### config.mk
export PLATFORM = sky130hd
export DESIGN_NAME = mlh_loader
export DESIGN_NICKNAME = d
export VERILOG_FILES = /design/src/logic/mlh_pkg.sv /design/src/logic/mlh_tick_div.sv /design/src/logic/mlh_interval.sv /design/src/logic/mlh_loader.sv
export VERILOG_INCLUDE_DIRS = /design/src /design/src/logic
export SDC_FILE = /design/constraint.sdc
export NUM_CORES = 1
export LEC_CHECK = 0
export BUFFER_PORTS_ARGS = -buffer_cell sky130_fd_sc_hd__buf_2
export CAP_MARGIN = 5
export CORE_AREA = 2 2 140 142
export DETAILED_ROUTE_END_ITERATION = 12
export DIE_AREA = 0 0 142 144
export PLACE_DENSITY = 0.69
export SETUP_SLACK_MARGIN = 0.02
export SLEW_MARGIN = 20
export SYNTH_ARGS = -nofsm -noshare
export SYNTH_HDL_FRONTEND = slang
export SYNTH_SLANG_ARGS = --single-unit
### constraint.sdc
create_clock -name clk -period 5.2 [get_ports clk]
set_input_delay 0.52 -clock clk [delete_from_list [all_inputs] [get_ports clk]]
set_output_delay 0.52 -clock clk [all_outputs]
set_load 0.05 [all_outputs]
### src/logic/mlh_regs.svh
// Register offsets, field positions, reset values and timing counts of the manual loader.
// Assumes a 125 MHz system clock and a byte-addressed register port with one word per register.
`ifndef MLH_REGS_SVH
`define MLH_REGS_SVH
`define MLH_OFF_CTRL 8'h00
`define MLH_OFF_TIMEOUT 8'h04
`define MLH_OFF_STATUS 8'h08
`define MLH_OFF_IRQ_STAT 8'h0C
`define MLH_OFF_IRQ_MASK 8'h10
`define MLH_CTRL_CREEP 0
`define MLH_STAT_FAULT_LO 4
`define MLH_STAT_CODE_LO 8
`define MLH_STAT_VALID 14
`define MLH_IRQ_NOGOODS 0
`define MLH_IRQ_TRANSFER 1
`define MLH_IRQ_STUCK 2
`define MLH_IRQ_DONE 3
`define MLH_TIMEOUT_RST 16'h2710
`define MLH_CLK_MHZ 125
`define MLH_TICK_US 1000
`define MLH_TICK_CYC (`MLH_TICK_US * `MLH_CLK_MHZ)
`define MLH_DONE_MS 2000
`define MLH_CHECK_MS 5000
`define MLH_JOG_MS 500
`endif

### src/logic/mlh_pkg.sv
// Types shared by the manual loader design files.
// Assumes nothing of its surroundings.
package mlh_pkg;
   typedef enum logic [1:0] {
      FLT_NONE,
      FLT_TRANSFER,
      FLT_STUCK,
      FLT_NOGOODS
   } mlh_fault_e;
   typedef enum logic [3:0] {
      ST_LOAD,
      ST_RUN_EYE,
      ST_WAIT_PERMIT,
      ST_WAIT_PREP,
      ST_WAIT_START,
      ST_DISCH,
      ST_DONE,
      ST_CHECK,
      ST_FAULT,
      ST_REARM
   } mlh_state_e;
endpackage : mlh_pkg

### src/logic/mlh_tick_div.sv
// Divider that turns the system clock into a one-cycle tick enable.
// Assumes a synchronous active-low reset already released cleanly.
`timescale 1ns/10ps
module mlh_tick_div
#(
   parameter int DIV = 125000
)
(
   input wire logic clk,
   input wire logic rst_n,
   output logic tick
);
   localparam int W = $clog2(DIV);
   logic [W-1:0] cnt_q;

   // Free-running count; the tick fires once per wrap.
   always_ff @(posedge clk or negedge rst_n)
   begin
      if (!rst_n)
      begin
         cnt_q <= '0;
         tick <= 1'b0;
      end
      else
      begin
         tick <= (cnt_q == W'(DIV - 1));
         cnt_q <= (cnt_q == W'(DIV - 1)) ? '0 : cnt_q + 1'b1;
      end
   end
endmodule : mlh_tick_div

### src/logic/mlh_interval.sv
// Tick-based interval timer with restart and a sticky expired level.
// Assumes the tick is a one-cycle enable from the shared divider.
`timescale 1ns/10ps
module mlh_interval
#(
   parameter int W = 16
)
(
   input wire logic clk,
   input wire logic rst_n,
   input wire logic tick,
   input wire logic restart,
   input wire logic [W-1:0] limit,
   output logic expired
);
   logic [W-1:0] cnt_q;

   // Restart wins over a tick so a new state always sees the full interval.
   always_ff @(posedge clk or negedge rst_n)
   begin
      if (!rst_n)
         cnt_q <= '0;
      else if (restart)
         cnt_q <= '0;
      else if (tick && cnt_q < limit)
         cnt_q <= cnt_q + 1'b1;
   end

   assign expired = !restart && (cnt_q >= limit);
endmodule : mlh_interval

### src/logic/mlh_loader.sv
// Sequencer of a hand-loaded, forward-only belt with one discharge photoeye.
// Assumes synchronous operator and line-controller inputs and a plain register port.
// What this block does
// - Accept a six-bit binary wash code, codes 00 to 63, from the operator.
// - Pass the latched wash code on toward the line controller and washer.
// - Take a code-valid input and a belt-loaded input from the operator.
// - Run the belt forward only; one photoeye sits at the discharge end.
// - Raise the load request output when a loading cycle starts.
// - Keep the belt stopped while loading, except optional creep jogging.
// - Loaded input after the latch drops the load request output.
// - Run until the eye blocks; timeout raises goods-missing fault 03.
// - Hold any fault until the fault-acknowledge key, then clear it.
// - While unload permit is grounded, request unload and wait for a reply.
// - On prepare, drop the receiver stop flag, report ready, and wait.
// - On the start command, run the belt motor to discharge.
// - An interrupted discharge raises transfer fault 01.
// - Stop when timeout expired and eye clear; pulse unload-complete two seconds.
// - Five seconds later require loaded and latch inactive, else fault 02.
// - Once those switches reset, raise load request and start again.
//
// The address map and the address-and-strobe port are this design's own decisions.
`timescale 1ns/10ps
`include "mlh_regs.svh"
module mlh_loader
#(
   parameter int TICK_CYC = `MLH_TICK_CYC
)
(
   input wire logic clk,
   input wire logic reset_n,
   input wire logic [7:0] regAddr,
   input wire logic [31:0] regWrData,
   input wire logic regWrite,
   input wire logic regRead,
   output logic [31:0] regRdData,
   input wire logic [5:0] washCodeIn,
   input wire logic codeLatch,
   input wire logic beltLoaded,
   input wire logic photoeyeBlocked,
   input wire logic unloadPermit_n,
   input wire logic prepareCmd,
   input wire logic startCmd,
   input wire logic abortCmd,
   input wire logic faultAck,
   output logic loadRequest,
   output logic motorForward,
   output logic wantUnload,
   output logic readyDischarge,
   output logic holdReceiver,
   output logic unloadDone,
   output logic [5:0] washCodeOut,
   output logic washCodeValid,
   output mlh_pkg::mlh_fault_e faultCode,
   output logic irq
);
   import mlh_pkg::*;

   logic rstMeta_q;
   logic rst_n;
   mlh_state_e state_q;
   mlh_state_e state_d;
   logic entry_q;
   logic tick;
   logic creepEn_q;
   logic [15:0] timeout_q;
   logic [3:0] irqStat_q;
   logic [3:0] irqMask_q;
   logic [3:0] irqSet;
   logic [5:0] code_q;
   logic codeValid_q;
   logic latchPrev_q;
   logic jog_q;
   logic jogRestart_q;
   logic beltExp;
   logic doneExp;
   logic checkExp;
   logic jogExp;
   logic eventDone;
   mlh_fault_e fault_q;
   mlh_fault_e faultNew;
   mlh_fault_e faultNext;

   // Reset is released through two flops so every flop leaves reset on the same edge.
   always_ff @(posedge clk or negedge reset_n)
   begin
      if (!reset_n)
      begin
         rstMeta_q <= 1'b0;
         rst_n <= 1'b0;
      end
      else
      begin
         rstMeta_q <= 1'b1;
         rst_n <= rstMeta_q;
      end
   end

   // One shared tick keeps all intervals on the same time base.
   mlh_tick_div #(.DIV(TICK_CYC)) u_tick (
      .clk(clk),
      .rst_n(rst_n),
      .tick(tick)
   );

   // Belt-clear timeout, used both before and during discharge.
   mlh_interval #(.W(16)) u_belt (
      .clk(clk),
      .rst_n(rst_n),
      .tick(tick),
      .restart(entry_q),
      .limit(timeout_q),
      .expired(beltExp)
   );

   mlh_interval #(.W(16)) u_done (
      .clk(clk),
      .rst_n(rst_n),
      .tick(tick),
      .restart(entry_q),
      .limit(16'(`MLH_DONE_MS)),
      .expired(doneExp)
   );

   mlh_interval #(.W(16)) u_check (
      .clk(clk),
      .rst_n(rst_n),
      .tick(tick),
      .restart(entry_q),
      .limit(16'(`MLH_CHECK_MS)),
      .expired(checkExp)
   );

   // Jog timer restarts on each half period of the creep pattern.
   mlh_interval #(.W(16)) u_jog (
      .clk(clk),
      .rst_n(rst_n),
      .tick(tick),
      .restart(entry_q || jogRestart_q),
      .limit(16'(`MLH_JOG_MS)),
      .expired(jogExp)
   );

   // Next state and the fault raised by this transition, if any.
   always_comb
   begin
      state_d = state_q;
      faultNew = FLT_NONE;
      case (state_q)
         ST_LOAD:
            if (codeValid_q && beltLoaded)
               state_d = ST_RUN_EYE;
         ST_RUN_EYE:
            if (photoeyeBlocked)
               state_d = ST_WAIT_PERMIT;
            else if (beltExp)
            begin
               state_d = ST_FAULT;
               faultNew = FLT_NOGOODS;
            end
         ST_WAIT_PERMIT:
            if (!unloadPermit_n)
               state_d = ST_WAIT_PREP;
         ST_WAIT_PREP:
            if (prepareCmd)
               state_d = ST_WAIT_START;
            else if (unloadPermit_n)
               state_d = ST_WAIT_PERMIT;
         ST_WAIT_START:
            if (abortCmd)
            begin
               state_d = ST_FAULT;
               faultNew = FLT_TRANSFER;
            end
            else if (startCmd)
               state_d = ST_DISCH;
         ST_DISCH:
            if (abortCmd)
            begin
               state_d = ST_FAULT;
               faultNew = FLT_TRANSFER;
            end
            else if (beltExp && !photoeyeBlocked)
               state_d = ST_DONE;
         ST_DONE:
            if (doneExp)
               state_d = ST_CHECK;
         ST_CHECK:
            if (checkExp)
            begin
               if (beltLoaded || codeLatch)
               begin
                  state_d = ST_FAULT;
                  faultNew = FLT_STUCK;
               end
               else
                  state_d = ST_LOAD;
            end
         ST_FAULT:
            if (faultAck)
               state_d = ST_REARM;
         ST_REARM:
            if (!beltLoaded && !codeLatch)
               state_d = ST_LOAD;
         default:
            state_d = ST_LOAD;
      endcase
   end

   // State register; entry pulses restart every interval timer.
   always_ff @(posedge clk or negedge rst_n)
   begin
      if (!rst_n)
      begin
         state_q <= ST_LOAD;
         entry_q <= 1'b1;
      end
      else
      begin
         state_q <= state_d;
         entry_q <= (state_d != state_q);
      end
   end

   // Fault code is held until the acknowledge key; the pin copy takes the same next value so it never lags.
   assign faultNext = (faultNew != FLT_NONE) ? faultNew :
      (state_q == ST_FAULT && faultAck) ? FLT_NONE : fault_q;
   always_ff @(posedge clk or negedge rst_n)
   begin
      if (!rst_n)
         fault_q <= FLT_NONE;
      else
         fault_q <= faultNext;
   end

   // Code capture on the rising edge of code-latch, only while loading.
   always_ff @(posedge clk or negedge rst_n)
   begin
      if (!rst_n)
      begin
         code_q <= 6'h00;
         codeValid_q <= 1'b0;
         latchPrev_q <= 1'b0;
      end
      else
      begin
         latchPrev_q <= codeLatch;
         if (state_q == ST_LOAD && codeLatch && !latchPrev_q)
         begin
            code_q <= washCodeIn;
            codeValid_q <= 1'b1;
         end
         else if (state_d == ST_LOAD && state_q != ST_LOAD)
            codeValid_q <= 1'b0;
      end
   end

   // Creep jog toggles each half period; it only matters while loading.
   // The jog timer restarts from a flop, since feeding its own expiry back would form a loop.
   always_ff @(posedge clk or negedge rst_n)
   begin
      if (!rst_n)
      begin
         jog_q <= 1'b0;
         jogRestart_q <= 1'b0;
      end
      else
      begin
         jogRestart_q <= jogExp;
         if (state_q != ST_LOAD)
            jog_q <= 1'b0;
         else if (jogExp)
            jog_q <= !jog_q;
      end
   end

   // Pin outputs come from flops and follow the next state, so they align with it.
   always_ff @(posedge clk or negedge rst_n)
   begin
      if (!rst_n)
      begin
         loadRequest <= 1'b0;
         motorForward <= 1'b0;
         wantUnload <= 1'b0;
         readyDischarge <= 1'b0;
         holdReceiver <= 1'b1;
         unloadDone <= 1'b0;
      end
      else
      begin
         loadRequest <= (state_d == ST_LOAD);
         motorForward <= (state_d == ST_RUN_EYE) || (state_d == ST_DISCH) ||
            (state_d == ST_LOAD && creepEn_q && jog_q);
         wantUnload <= (state_d == ST_WAIT_PREP);
         readyDischarge <= (state_d == ST_WAIT_START) || (state_d == ST_DISCH);
         holdReceiver <= !((state_d == ST_WAIT_START) || (state_d == ST_DISCH));
         unloadDone <= (state_d == ST_DONE);
      end
   end

   // Latched code travels on toward the line controller with its valid flag.
   always_ff @(posedge clk or negedge rst_n)
   begin
      if (!rst_n)
      begin
         washCodeOut <= 6'h00;
         washCodeValid <= 1'b0;
         faultCode <= FLT_NONE;
      end
      else
      begin
         washCodeOut <= code_q;
         washCodeValid <= codeValid_q;
         faultCode <= faultNext;
      end
   end

   // Control registers written by software.
   always_ff @(posedge clk or negedge rst_n)
   begin
      if (!rst_n)
      begin
         creepEn_q <= 1'b0;
         timeout_q <= `MLH_TIMEOUT_RST;
         irqMask_q <= 4'h0;
      end
      else if (regWrite)
      begin
         case (regAddr)
            `MLH_OFF_CTRL:
               creepEn_q <= regWrData[`MLH_CTRL_CREEP];
            `MLH_OFF_TIMEOUT:
               timeout_q <= regWrData[15:0];
            `MLH_OFF_IRQ_MASK:
               irqMask_q <= regWrData[3:0];
            default:
               creepEn_q <= creepEn_q;
         endcase
      end
   end

   assign eventDone = (state_q == ST_DONE) && entry_q;
   assign irqSet = {eventDone, faultNew == FLT_STUCK,
      faultNew == FLT_TRANSFER, faultNew == FLT_NOGOODS};

   // Sticky events; a new event in the clearing cycle survives the clear.
   always_ff @(posedge clk or negedge rst_n)
   begin
      if (!rst_n)
         irqStat_q <= 4'h0;
      else if (regWrite && regAddr == `MLH_OFF_IRQ_STAT)
         irqStat_q <= (irqStat_q & ~regWrData[3:0]) | irqSet;
      else
         irqStat_q <= irqStat_q | irqSet;
   end

   // Interrupt level follows any unmasked pending bit.
   always_ff @(posedge clk or negedge rst_n)
   begin
      if (!rst_n)
         irq <= 1'b0;
      else
         irq <= |(irqStat_q & irqMask_q);
   end

   // Read data stand in the cycle after the strobe only; unmapped reads give zero.
   always_ff @(posedge clk or negedge rst_n)
   begin
      if (!rst_n)
         regRdData <= 32'h0000_0000;
      else if (!regRead)
         regRdData <= 32'h0000_0000;
      else
      begin
         case (regAddr)
            `MLH_OFF_CTRL:
               regRdData <= {31'h0, creepEn_q};
            `MLH_OFF_TIMEOUT:
               regRdData <= {16'h0, timeout_q};
            `MLH_OFF_STATUS:
               regRdData <= {17'h0, codeValid_q, code_q, 2'h0, fault_q, state_q};
            `MLH_OFF_IRQ_STAT:
               regRdData <= {28'h0, irqStat_q};
            `MLH_OFF_IRQ_MASK:
               regRdData <= {28'h0, irqMask_q};
            default:
               regRdData <= 32'h0000_0000;
         endcase
      end
   end
endmodule : mlh_loader

# Yosys cells after proc, flatten, opt, wreduce, memory -nomap -nowiden
# Index checks and enable logic that the tools add are counted.
[classes] reduce_logical=49 eq_ne=23 mux=40 order_cmp=8 n_addsub=5 bitwise_logic=5
[op_table] cell="16-bit 2-to-1 mux" n=9
[op_table] cell="16-bit one-hot mux with 5 select lines" n=1
[op_table] cell="16-bit by 1-bit adder with 16-bit output, second input constant" n=4
[op_table] cell="4-bit 2-to-1 mux" n=16
[op_table] cell="4-bit one-hot mux with 10 select lines" n=1
[op_table] cell="4-bit by 3-bit equality test with 1-bit output, second input constant" n=7
[op_table] cell="1-bit logical AND" n=19
[op_table] cell="17-bit by 1-bit adder with 17-bit output, second input constant" n=1
[op_table] cell="17-bit equality test, second input constant" n=1
[op_table] cell="17-bit 2-to-1 mux" n=1
[op_table] cell="8-bit by 4-bit equality test with 1-bit output, second input constant" n=2
[op_table] cell="16-bit by 11-bit >= comparator with 1-bit output, second input constant" n=1
[op_table] cell="16-bit by 13-bit >= comparator with 1-bit output, second input constant" n=1
[op_table] cell="16-bit >= comparator" n=1
[op_table] cell="16-bit by 9-bit >= comparator with 1-bit output, second input constant" n=1
[op_table] cell="16-bit by 11-bit less-than comparator with 1-bit output, second input constant" n=1
[op_table] cell="16-bit by 13-bit less-than comparator with 1-bit output, second input constant" n=1
[op_table] cell="16-bit less-than comparator" n=1
[op_table] cell="16-bit by 9-bit less-than comparator with 1-bit output, second input constant" n=1
[op_table] cell="2-bit nonzero test" n=8
[op_table] cell="4-bit by 2-bit equality test with 1-bit output, second input constant" n=3
[op_table] cell="2-bit 2-to-1 mux" n=6
[op_table] cell="4-bit bitwise AND" n=2
[op_table] cell="4-bit by 1-bit equality test with 1-bit output, second input constant" n=2
[op_table] cell="other kinds (18)" n=39
[totals] regBits=172 output_inout_bits=48 inputBits=58 wordCells=160

# Logic depth before layout (Yosys ltp)
# Gate-level depths: netlist (run 1).
[logic_depth] depth_word=10 mapped_depth=10 ltp_nobuf=9

# By module
# A second synthesis (run 1) with hierarchy kept.
[unflattened] cells_unflattened=947 hier_area_um2=9240.1
[modules_own_cells] module="mlh_interval (u_belt ...)" area_each_um2=1286.2 seq_area_each_um2=400.4 instances=3 cells_each=149
[modules_own_cells] module="mlh_loader" area_each_um2=3225.6 seq_area_each_um2=1860.5 instances=1 cells_each=275
[modules_own_cells] module="mlh_interval (u_done)" area_each_um2=1297.5 seq_area_each_um2=400.4 instances=1 cells_each=148
[modules_own_cells] module="mlh_tick_div" area_each_um2=858.3 seq_area_each_um2=450.4 instances=1 cells_each=77

# Least setup slack after synthesis (run 1)
# OpenSTA, ideal clock, no wires.
[synth_path] path_type="reg2reg" from="reg timeout_q[9]" to="reg codeValid_q" setup_slack_ns=2.856 required_time_ns=5.074 setup_ns=0.126 arrival_time_ns=2.218 stages_incl_launch_ff=10 period_less_slack_ns=2.344 path_buffers=0 path_cell_list="dfstp_2 > inv_1 > ha_1 > a21oi_1 > o21ai_1 > a22oi_4 > nand4_2 > a211oi_2 > nand4_2 > o32a_1"
[synth_between] elab_chain_cells=9 elab_cells_between_ends=11 cone_classes="order compare (1); mux (5); reduce/logical (5)"
[synth_rtl] item="from (decl)" line_no="mlh_loader.sv:65" source="logic [15:0] timeout_q;"
[synth_rtl] item="from (signal assigned)" line_no="mlh_loader.sv:323" source="timeout_q <= `MLH_TIMEOUT_RST;"
[synth_rtl] item="from (signal assigned)" line_no="mlh_loader.sv:332" source="timeout_q <= regWrData[15:0];"
[synth_rtl] item="16-bit >= comparator (*)" line_no="mlh_interval.sv:29" source="assign expired = !restart && (cnt_q >= limit);"
[synth_rtl] item="1-bit logical AND (*)" line_no="mlh_interval.sv:29"
[synth_rtl] item="1-bit logical AND" line_no="mlh_loader.sv:182" source="else if (beltExp && !photoeyeBlocked)"
[synth_rtl] item="4-bit 2-to-1 mux" line_no="mlh_loader.sv:182"
[synth_rtl] item="4-bit 2-to-1 mux" line_no="mlh_loader.sv:177" source="if (abortCmd)"
[synth_rtl] item="4-bit one-hot mux with 10 select lines (*)" line_no="mlh_loader.sv:148" source="case (state_q)"
[synth_rtl] item="4-bit logical NOT (*)" line_no="mlh_loader.sv:252" source="else if (state_d == ST_LOAD && state_q != ST_LOAD)"
[synth_rtl] item="1-bit logical AND (*)" line_no="mlh_loader.sv:252"
[synth_rtl] item="2-bit nonzero test (no source line) (*)"
[synth_rtl] item="to (signal assigned)" line_no="mlh_loader.sv:241" source="codeValid_q <= 1'b0;"
[synth_rtl] item="to (signal assigned)" line_no="mlh_loader.sv:250" source="codeValid_q <= 1'b1;"
[synth_rtl] item="to (signal assigned)" line_no="mlh_loader.sv:253" source="codeValid_q <= 1'b0;"
[synth_rtl] item="to (decl)" line_no="mlh_loader.sv:70" source="logic codeValid_q;"
# Mark *: on every way between the ends. The rest lies on a longest branch, timed or not.
# A chain may end at the register's enable or synchronous reset.

# Worst setup path after layout (run 1)
[layout_path] from="reg timeout_q[13]" to="reg codeValid_q"
# Same word-level chain as after synthesis.

==> metrics.md, run 1 <==
| Metric | Value |
|---|---|
| Outcome | finished, final reports clean |
| Hold-fix buffers at CTS | 1 |
| Die width | 142 microns |
| Top post-synthesis cells by area | dfrtp_1, nor2_1, ha_1 |
| Prevailing post-synth register cell | dfrtp_1 |
| Fmax achieved | 368 MHz |
| Worst Setup Path Type | flop to flop |
| Initial Util | 38.9% |
| GPL Wtd Cong | 0.817 |
| Detailed Place HPWL | 10.2 mm |
| Fin nets | 859 |
| Post-Route Skew | 6.25 ps |
| Antenna viol nets, final | 0 |
| Layout cells sized above 1 | 20.9% |
| Placed instance area | 7930 sq um |
| Top-count cell post-synth | dfrtp_1 |
| Via density per instance | 4.90 |
| Initial antenna violation count | 0 |
| PD cells | 391 nW/um^2 |
| Clock Power Share | 37.0% |
| Routed via count | 5040 |
| # rows | 51 |
| Hold Vio Cnt, Final | 0 |
| CP Capture Type | flop |
| Clock Latency Late Sink | 420 ps |
| Worst reg2reg path depth | 9 |
| Post-Synthesis Cell Area | 7420 sq um |
| Seq/Total Area, Yosys | 52.7% |
| Die Span Y | 144 microns |
| Final setup viols | 0 |
| Final hold slack | 236 ps |
| RSZ-0062 raised after global routing | no |
| Reg2reg start | timeout_q[13]$_DFFE_PN1P_ |
| Vias in the first global route | 4949 |
| CP Launch Type | flop |
| Synth area leader | dfrtp_1 |
| Relative slew slack | 30.1% |
| Initial DRC Count | 242 |
| P&R area growth vs syn | 15.0% |
| Switching power of the nets | 1.10 mW |
| Synth Register Bits | 156 |
| Maxcap violations | 0 |
| Die footprint | 20400 sq um |
| Share of the synthesized area in the top cell type | 50.2% |
| Leading cell types by count after synthesis | dfrtp_1, nor2_1, nand2_1 |
| DRC Markers | 0 |
| Synth Instances | 700 |
| Total GRT Usage | 14.9% |
| Setup TNS | 0 ps |
| Hold/Removal Path Class | primary input to flop |
| Ports | 106 |
| Root buffer cell | clkbuf_16 |
| Tmin final | 2720 ps |
| Max-slew violations | 0 |
| Final WL | 14.6 mm |
| Drt wl/cell | 14.2 microns |
| Worst hold endpoint | latchPrev_q$_DFF_PN0_ |
| Post-route cell area | 8540 sq um |
| Core Area | 19100 sq um |
| Reg2reg setup slack | 2480 ps |
| DR pass1 iterations | 4 |
| Worst-path fanout max | 5 |
| Total CTS buffers | 17 |
| Sw frac | 32.9% |
| Int Power | 2.24 mW |
| N_diodes | 0 |
| Largest net degree at the start of global routing | 56 |
| Clock Sink Count | 156 |
| Port Buf Inserts | 73 |
| Hold path startpoint | codeLatch |
| P_leak | 4.09 nW |
| Clk slew on worst S/H paths | 60 ps |
| Yosys Warn Count | 0 |
| Pin slew with the least headroom to its limit | 1050 ps |
| GR Overflow Total | 0 |
| Fill cells | 1767 |
| Post-CTS Resized | 0 |
| Worst endpoint required time | 5510 ps |
| Max VDD drop | 0.000254 V |
| Max H-tree Level | 4 |
| CTS tree | done |
| Post-CTS Setup Repair Bufs | 0 |
| Mapped Avg Cell Area | 10.6 sq um |
| Post-synth EDFFs | 0 |
| Crit path DAT | 3030 ps |
| Ys async rst share | 100% |
| First-pass GRT wire length | 24.2 mm |
| Hold path depth | 1 |
| Comb power frac | 18.0% |
| Fin util | 44.7% |
| Cell variety after synth | 64 |
| FF-to-FF End | codeValid_q$_DFFE_PN0P_ |
| Sequential power share | 45.0% |
| Final worst-path cycle share | 52.3% |
| CTS Buffer Depth | 2 |
## how the worst max path moves through the flow
stage                         startpoint                       end  depth (start not counted)  slack (ps)
3_5_place_dp                  regAddr[1]  timeout_q[7]$_DFFE_PN0P_                          6        2370
2_1_floorplan            rst_n$_DFF_PN0_   codeValid_q$_DFFE_PN0P_                          0         540
5_1_grt        timeout_q[13]$_DFFE_PN1P_   codeValid_q$_DFFE_PN0P_                          9        2270
4_1_cts        timeout_q[13]$_DFFE_PN1P_   codeValid_q$_DFFE_PN0P_                          9        2500
6_report       timeout_q[13]$_DFFE_PN1P_   codeValid_q$_DFFE_PN0P_                          9        2480
3_3_place_gp                  regAddr[1]  timeout_q[7]$_DFFE_PN0P_                          6        2370
## stage by stage
step | power, mW | instances | worst slack, ps
after global placement | 2.12 | 995 | 2370
after global routing | 3.48 | 1028 | 2270
after detailed placement | 2.12 | 995 | 2370
after floorplan | 1.98 | 715 | 544
after CTS | 3.37 | 1028 | 2500
final | 3.34 | 1028 | 2480
## critical path, cell delays in order, from the launching register on
cell and delay, ps:
dfstp_2 550, inv_1 40, ha_1 290, a211oi_1 240
nor2_1 90, nor2_2 150, nand4_2 210, a211oi_2 440
nand4_2 210, o32a_1 370
## per-layer routing
layer / up-vias / global-route usage [%] / wire length [microns]
li1: 2483 / - / -
met1: 2452 / 21.0 / 6960
met3: 24 / 2.91 / 453
met5: - / 0 / 0
met4: 0 / 5.16 / 218
met2: 81 / 23.0 / 6930
## cell families after synthesis
| family | Yosys count | synth area share, % |
|---|---|---|
| compound gates | 68 | 6.63 |
| mux | 28 | 4.20 |
| fa+ha+maj | 24 | 4.05 |
| buf+inv | 70 | 5.01 |
| other cells | 2 | 0.101 |
| simple gates | 296 | 20.7 |
| xor+xnor | 56 | 6.61 |
| flops | 156 | 52.7 |
## layout by cell type (no fill, tap or decap), types with 16 or more instances in the layout
cell and instances:
buf_2 73, a21oi_1 17, clkbuf_16 17, and3_1 16, conb_1 17, nor2_1 88, xnor2_1 29, dfrtp_1 148
nor3_1 20, nand3_1 25, xor2_1 27, ha_1 24, mux2_2 25, nand2_1 70, inv_1 36
## flip-flops by register name, summed over array words and instances (netlist names), 2 cells and up
signal,cells
u_tick.cnt_q,17
regRdData,16
timeout_q,16
u_belt.cnt_q,16
u_check.cnt_q,16
u_done.cnt_q,16
u_jog.cnt_q,16
code_q,6
washCodeOut,6
irqMask_q,4
irqStat_q,4
state_q,4
faultCode,2
## layout make-up
class	count	area [sq um]	share of cell area (%)
clock buffers	19	453	5.31
flip-flops and latches	156	3920	45.9
well taps	238	298	3.49
clock inverters	13	143	1.67
repair buffers	77	398	4.66
multi-input cells	489	3190	37.4
inverters	36	135	1.58
## power by group through the flow
stage	clock network (mW)	logic, mW	registers, mW
2_1_floorplan	0	0.400	1.57
3_3_place_gp	0	0.594	1.52
3_5_place_dp	0	0.597	1.53
4_1_cts	1.26	0.602	1.50
5_1_grt	1.30	0.653	1.52
6_report	1.23	0.600	1.50
Note: power is estimated with default switching activity, not from simulation.
==> run 2: changes to the inputs <==
--- a/config.mk
+++ b/config.mk
@@ -11,7 +11,7 @@
 export CORE_AREA = 2 2 140 142
 export DETAILED_ROUTE_END_ITERATION = 12
 export DIE_AREA = 0 0 142 144
-export PLACE_DENSITY = 0.69
+export PLACE_DENSITY = 0.71
 export SETUP_SLACK_MARGIN = 0.02
 export SLEW_MARGIN = 20
 export SYNTH_ARGS = -nofsm -noshare
==> constraint.sdc (replaced) <==
create_clock -name clk -period 2.3 [get_ports clk]
set_input_delay 0.23 -clock clk [delete_from_list [all_inputs] [get_ports clk]]
set_output_delay 0.23 -clock clk [all_outputs]
set_load 0.05 [all_outputs]
==> metrics.md, run 2 (synthesized netlist as in run 1, its figures left out) <==
| Metric | Value |
|---|---|
| Max H-tree Level | 4 (unchanged) |
| CTS Buffer Depth | 2 (unchanged) |
| Max VDD drop | 0.000625 V (+150%) |
| Max Used Layer | met4 |
| Final WL | 15.2 mm (+4.6%) |
| Place WS | -202 ps (-2570 ps) |
| Post-Route Skew | 10.3 ps (+4.05 ps) |
| Most frequent cells in the layout | dfrtp_1, nor2_1, buf_2, nand2_1, buf_4 |
| Detailed Place HPWL | 10.6 mm (+4.4%) |
| Tmin final | 2360 ps (-362 ps) |
| Antenna viol nets, final | 0 (unchanged) |
| DR pass1 iterations | 4 (unchanged) |
| Fin nets | 902 (+5.0%) |
| Worst-path fanout max | 4 (-1) |
| Total CTS buffers | 17 (unchanged) |
| P_leak | 4.34 nW (+6.2%) |
| Failing checks | negative setup slack |
| Fin util | 47.8% (+3.1 points) |
| Worst setup margin | -58.2 ps (-2540 ps) |
| Vias in the first global route | 5322 (+7.5%) |
| Worst endpoint required time | 2640 ps (-2870 ps) |
| RSZ-0062 raised after global routing | yes |
| Fmax achieved | 424 MHz (+15%) |
| Register area | 3920 sq um (unchanged) |
| Hold/Removal Path Class | primary input to flop |
| Die width | 142 microns (unchanged) |
| Setup TNS | -105 ps (-105 ps) |
| N_diodes | 0 (unchanged) |
| Max-slew violations | 0 (unchanged) |
| Slowest stage delay, CP | 540 ps (about the same) |
| Clock Sink Count | 156 (unchanged) |
| Via density per instance | 4.95 (+0.88%) |
| Reg with most FFs | u_tick.cnt_q |
| Core Area | 19100 sq um (unchanged) |
| Hold Vio Cnt, Final | 0 (unchanged) |
| Fill cells | 1751 (-0.91%) |
| Drt wl/cell | 14.2 microns (+0.40%) |
| Port Buf Inserts | 73 (unchanged) |
| Commonest non-fill, non-tap cell in the layout | dfrtp_1 |
| Die Span Y | 144 microns (unchanged) |
| Post-Layout Cell Count | 1071 (+4.2%) |
| Layout cells sized above 1 | 27.9% (+7.0 points) |
| PD cells | 877 nW/um^2 (+120%) |
| CP Launch Type | flop |
| Final setup viols | 2 (+2) |
| Pin slew with the least headroom to its limit | 872 ps (-177 ps) |
| Initial Util | 38.9% (unchanged) |
| Total GRT Usage | 15.5% (+0.67 points) |
| # rows | 51 (unchanged) |
| DRC Markers | 0 (unchanged) |
| GPL Wtd Cong | 0.830 (+1.6%) |
| Met3 WL | 508 microns (+12%) |
| Relative slew slack | 41.3% (+11 points) |
| Clk slew on worst S/H paths | 60 ps (about the same) |
| Outcome | finished, violations left |
| Ports | 106 (unchanged) |
| Final hold slack | 15.3 ps (-221 ps) |
| Routed via count | 5297 (+5.1%) |
| Root buffer cell | clkbuf_16 |
| Largest net degree at the start of global routing | 46 (-18%) |
| Die footprint | 20400 sq um (unchanged) |
| Area of the multi-input gates | 3360 sq um (+5.3%) |
| P&R area growth vs syn | 22.9% |
| GR Overflow Total | 0 (unchanged) |
| Buffers & Inverters on Critical Path | 1 (unchanged) |
| Metal2 WL | 7.52 mm (+8.5%) |
| Crit-path cells | inv_2 > ha_4 > nand4_1 > nor4_4 > nand2_1 > nand4_4 > o2111ai_4 > xnor2_1 > a221o_1 |
| CTS tree | done |
| WL met1 | 7.02 mm (+0.88%) |
| Cell family with most CP delay | simple AND/OR/NAND/NOR gates |
| Clock Latency Late Sink | 420 ps (about the same) |
| Highest-delay cell along the critical path | dfstp_2 |
| Largest register FFs | 17 (unchanged) |
| Initial antenna violation count | 0 (unchanged) |
| Worst Setup Path Type | flop to flop |
| Final worst-path cycle share | 103% (+50 points) |
| Crit path DAT | 2690 ps (-340 ps) |
| First-pass GRT wire length | 25.3 mm (+4.4%) |
| Maxcap violations | 0 (unchanged) |
| Initial DRC Count | 302 (+25%) |
| CP Capture Type | flop |
| Placed Cells | 1031 (+3.6%) |
-- run 2: cell types whose count changed in the layout (fill, tap and decap cells not counted), moves of 4 or more --
cell / previous run / this run
buf_4: 3 / 36
nor3_1: 20 / 12
nor3_2: 1 / 9
dlygate4sd3_1: 1 / 6
nand2_1: 70 / 65
nand2_2: 0 / 5
ha_1: 24 / 20
ha_4: 0 / 4
inv_1: 36 / 32
inv_2: 0 / 4
-- run 2: final cells by class --
cell class	instances	share of cell area, %
Timing Repair Buffer	120	8.44
Clock inverter	15	2.32
Sequential cell	156	42.9
Clock buffer	17	4.67
Tap cell	238	3.27
Inverter	36	1.48
Multi-Input combinational cell	489	36.9
-- run 2: metrics by stage --
step,area [sq um],power (mW)
CTS,9060,8.03
floorplan,7510,4.49
global placement,8260,4.90
detailed placement,8260,4.92
global route,9120,8.37
finish,9120,8.00
-- run 2: routing by layer --
metal  vias up  global-route usage (%)
met3        13                    4.47
met2        89                    24.9
met4         0                    3.79
met5         -                       0
li1       2589                       -
met1      2606                    20.9
-- run 2: repair_timing --
action | in CTS | in global routing
endpoints found under the setup margin | 23 | 26
hold endpoints to repair | 7 | 0
hold buffers | 6 | 0
setup buffers | 2 | 0
gates resized for setup | 17 | 16
pin swaps | 11 | 5
-- run 2: report_power, final --
part	leakage (nW)	total (mW)	internal (mW)	switching, mW
logic	1.95	1.77	0.570	1.20
registers	2.10	3.23	3.00	0.232
clock network	0.297	2.99	1.83	1.16
total	4.34	8.00	5.40	2.59
-- run 2: path summary, 6_finish.rpt --
check / cells past startpoint / from / slack [ps] / to
max: 9 / timeout_q[10]$_DFFE_PN1P_ / -60 / entry_q$_DFF_PN1_
min: 2 / unloadPermit_n / 20 / wantUnload$_DFF_PN0_
max reg2reg: 9 / timeout_q[10]$_DFFE_PN1P_ / -60 / entry_q$_DFF_PN1_
min reg2reg: 0 / rst_n$_DFF_PN0_ / 350 / u_done.cnt_q[3]$_DFFE_PN0P_
max in group asynchronous: 1 / rst_n$_DFF_PN0_ / 1180 / timeout_q[13]$_DFFE_PN1P_
min in group asynchronous: 2 / reset_n / 140 / rst_n$_DFF_PN0_
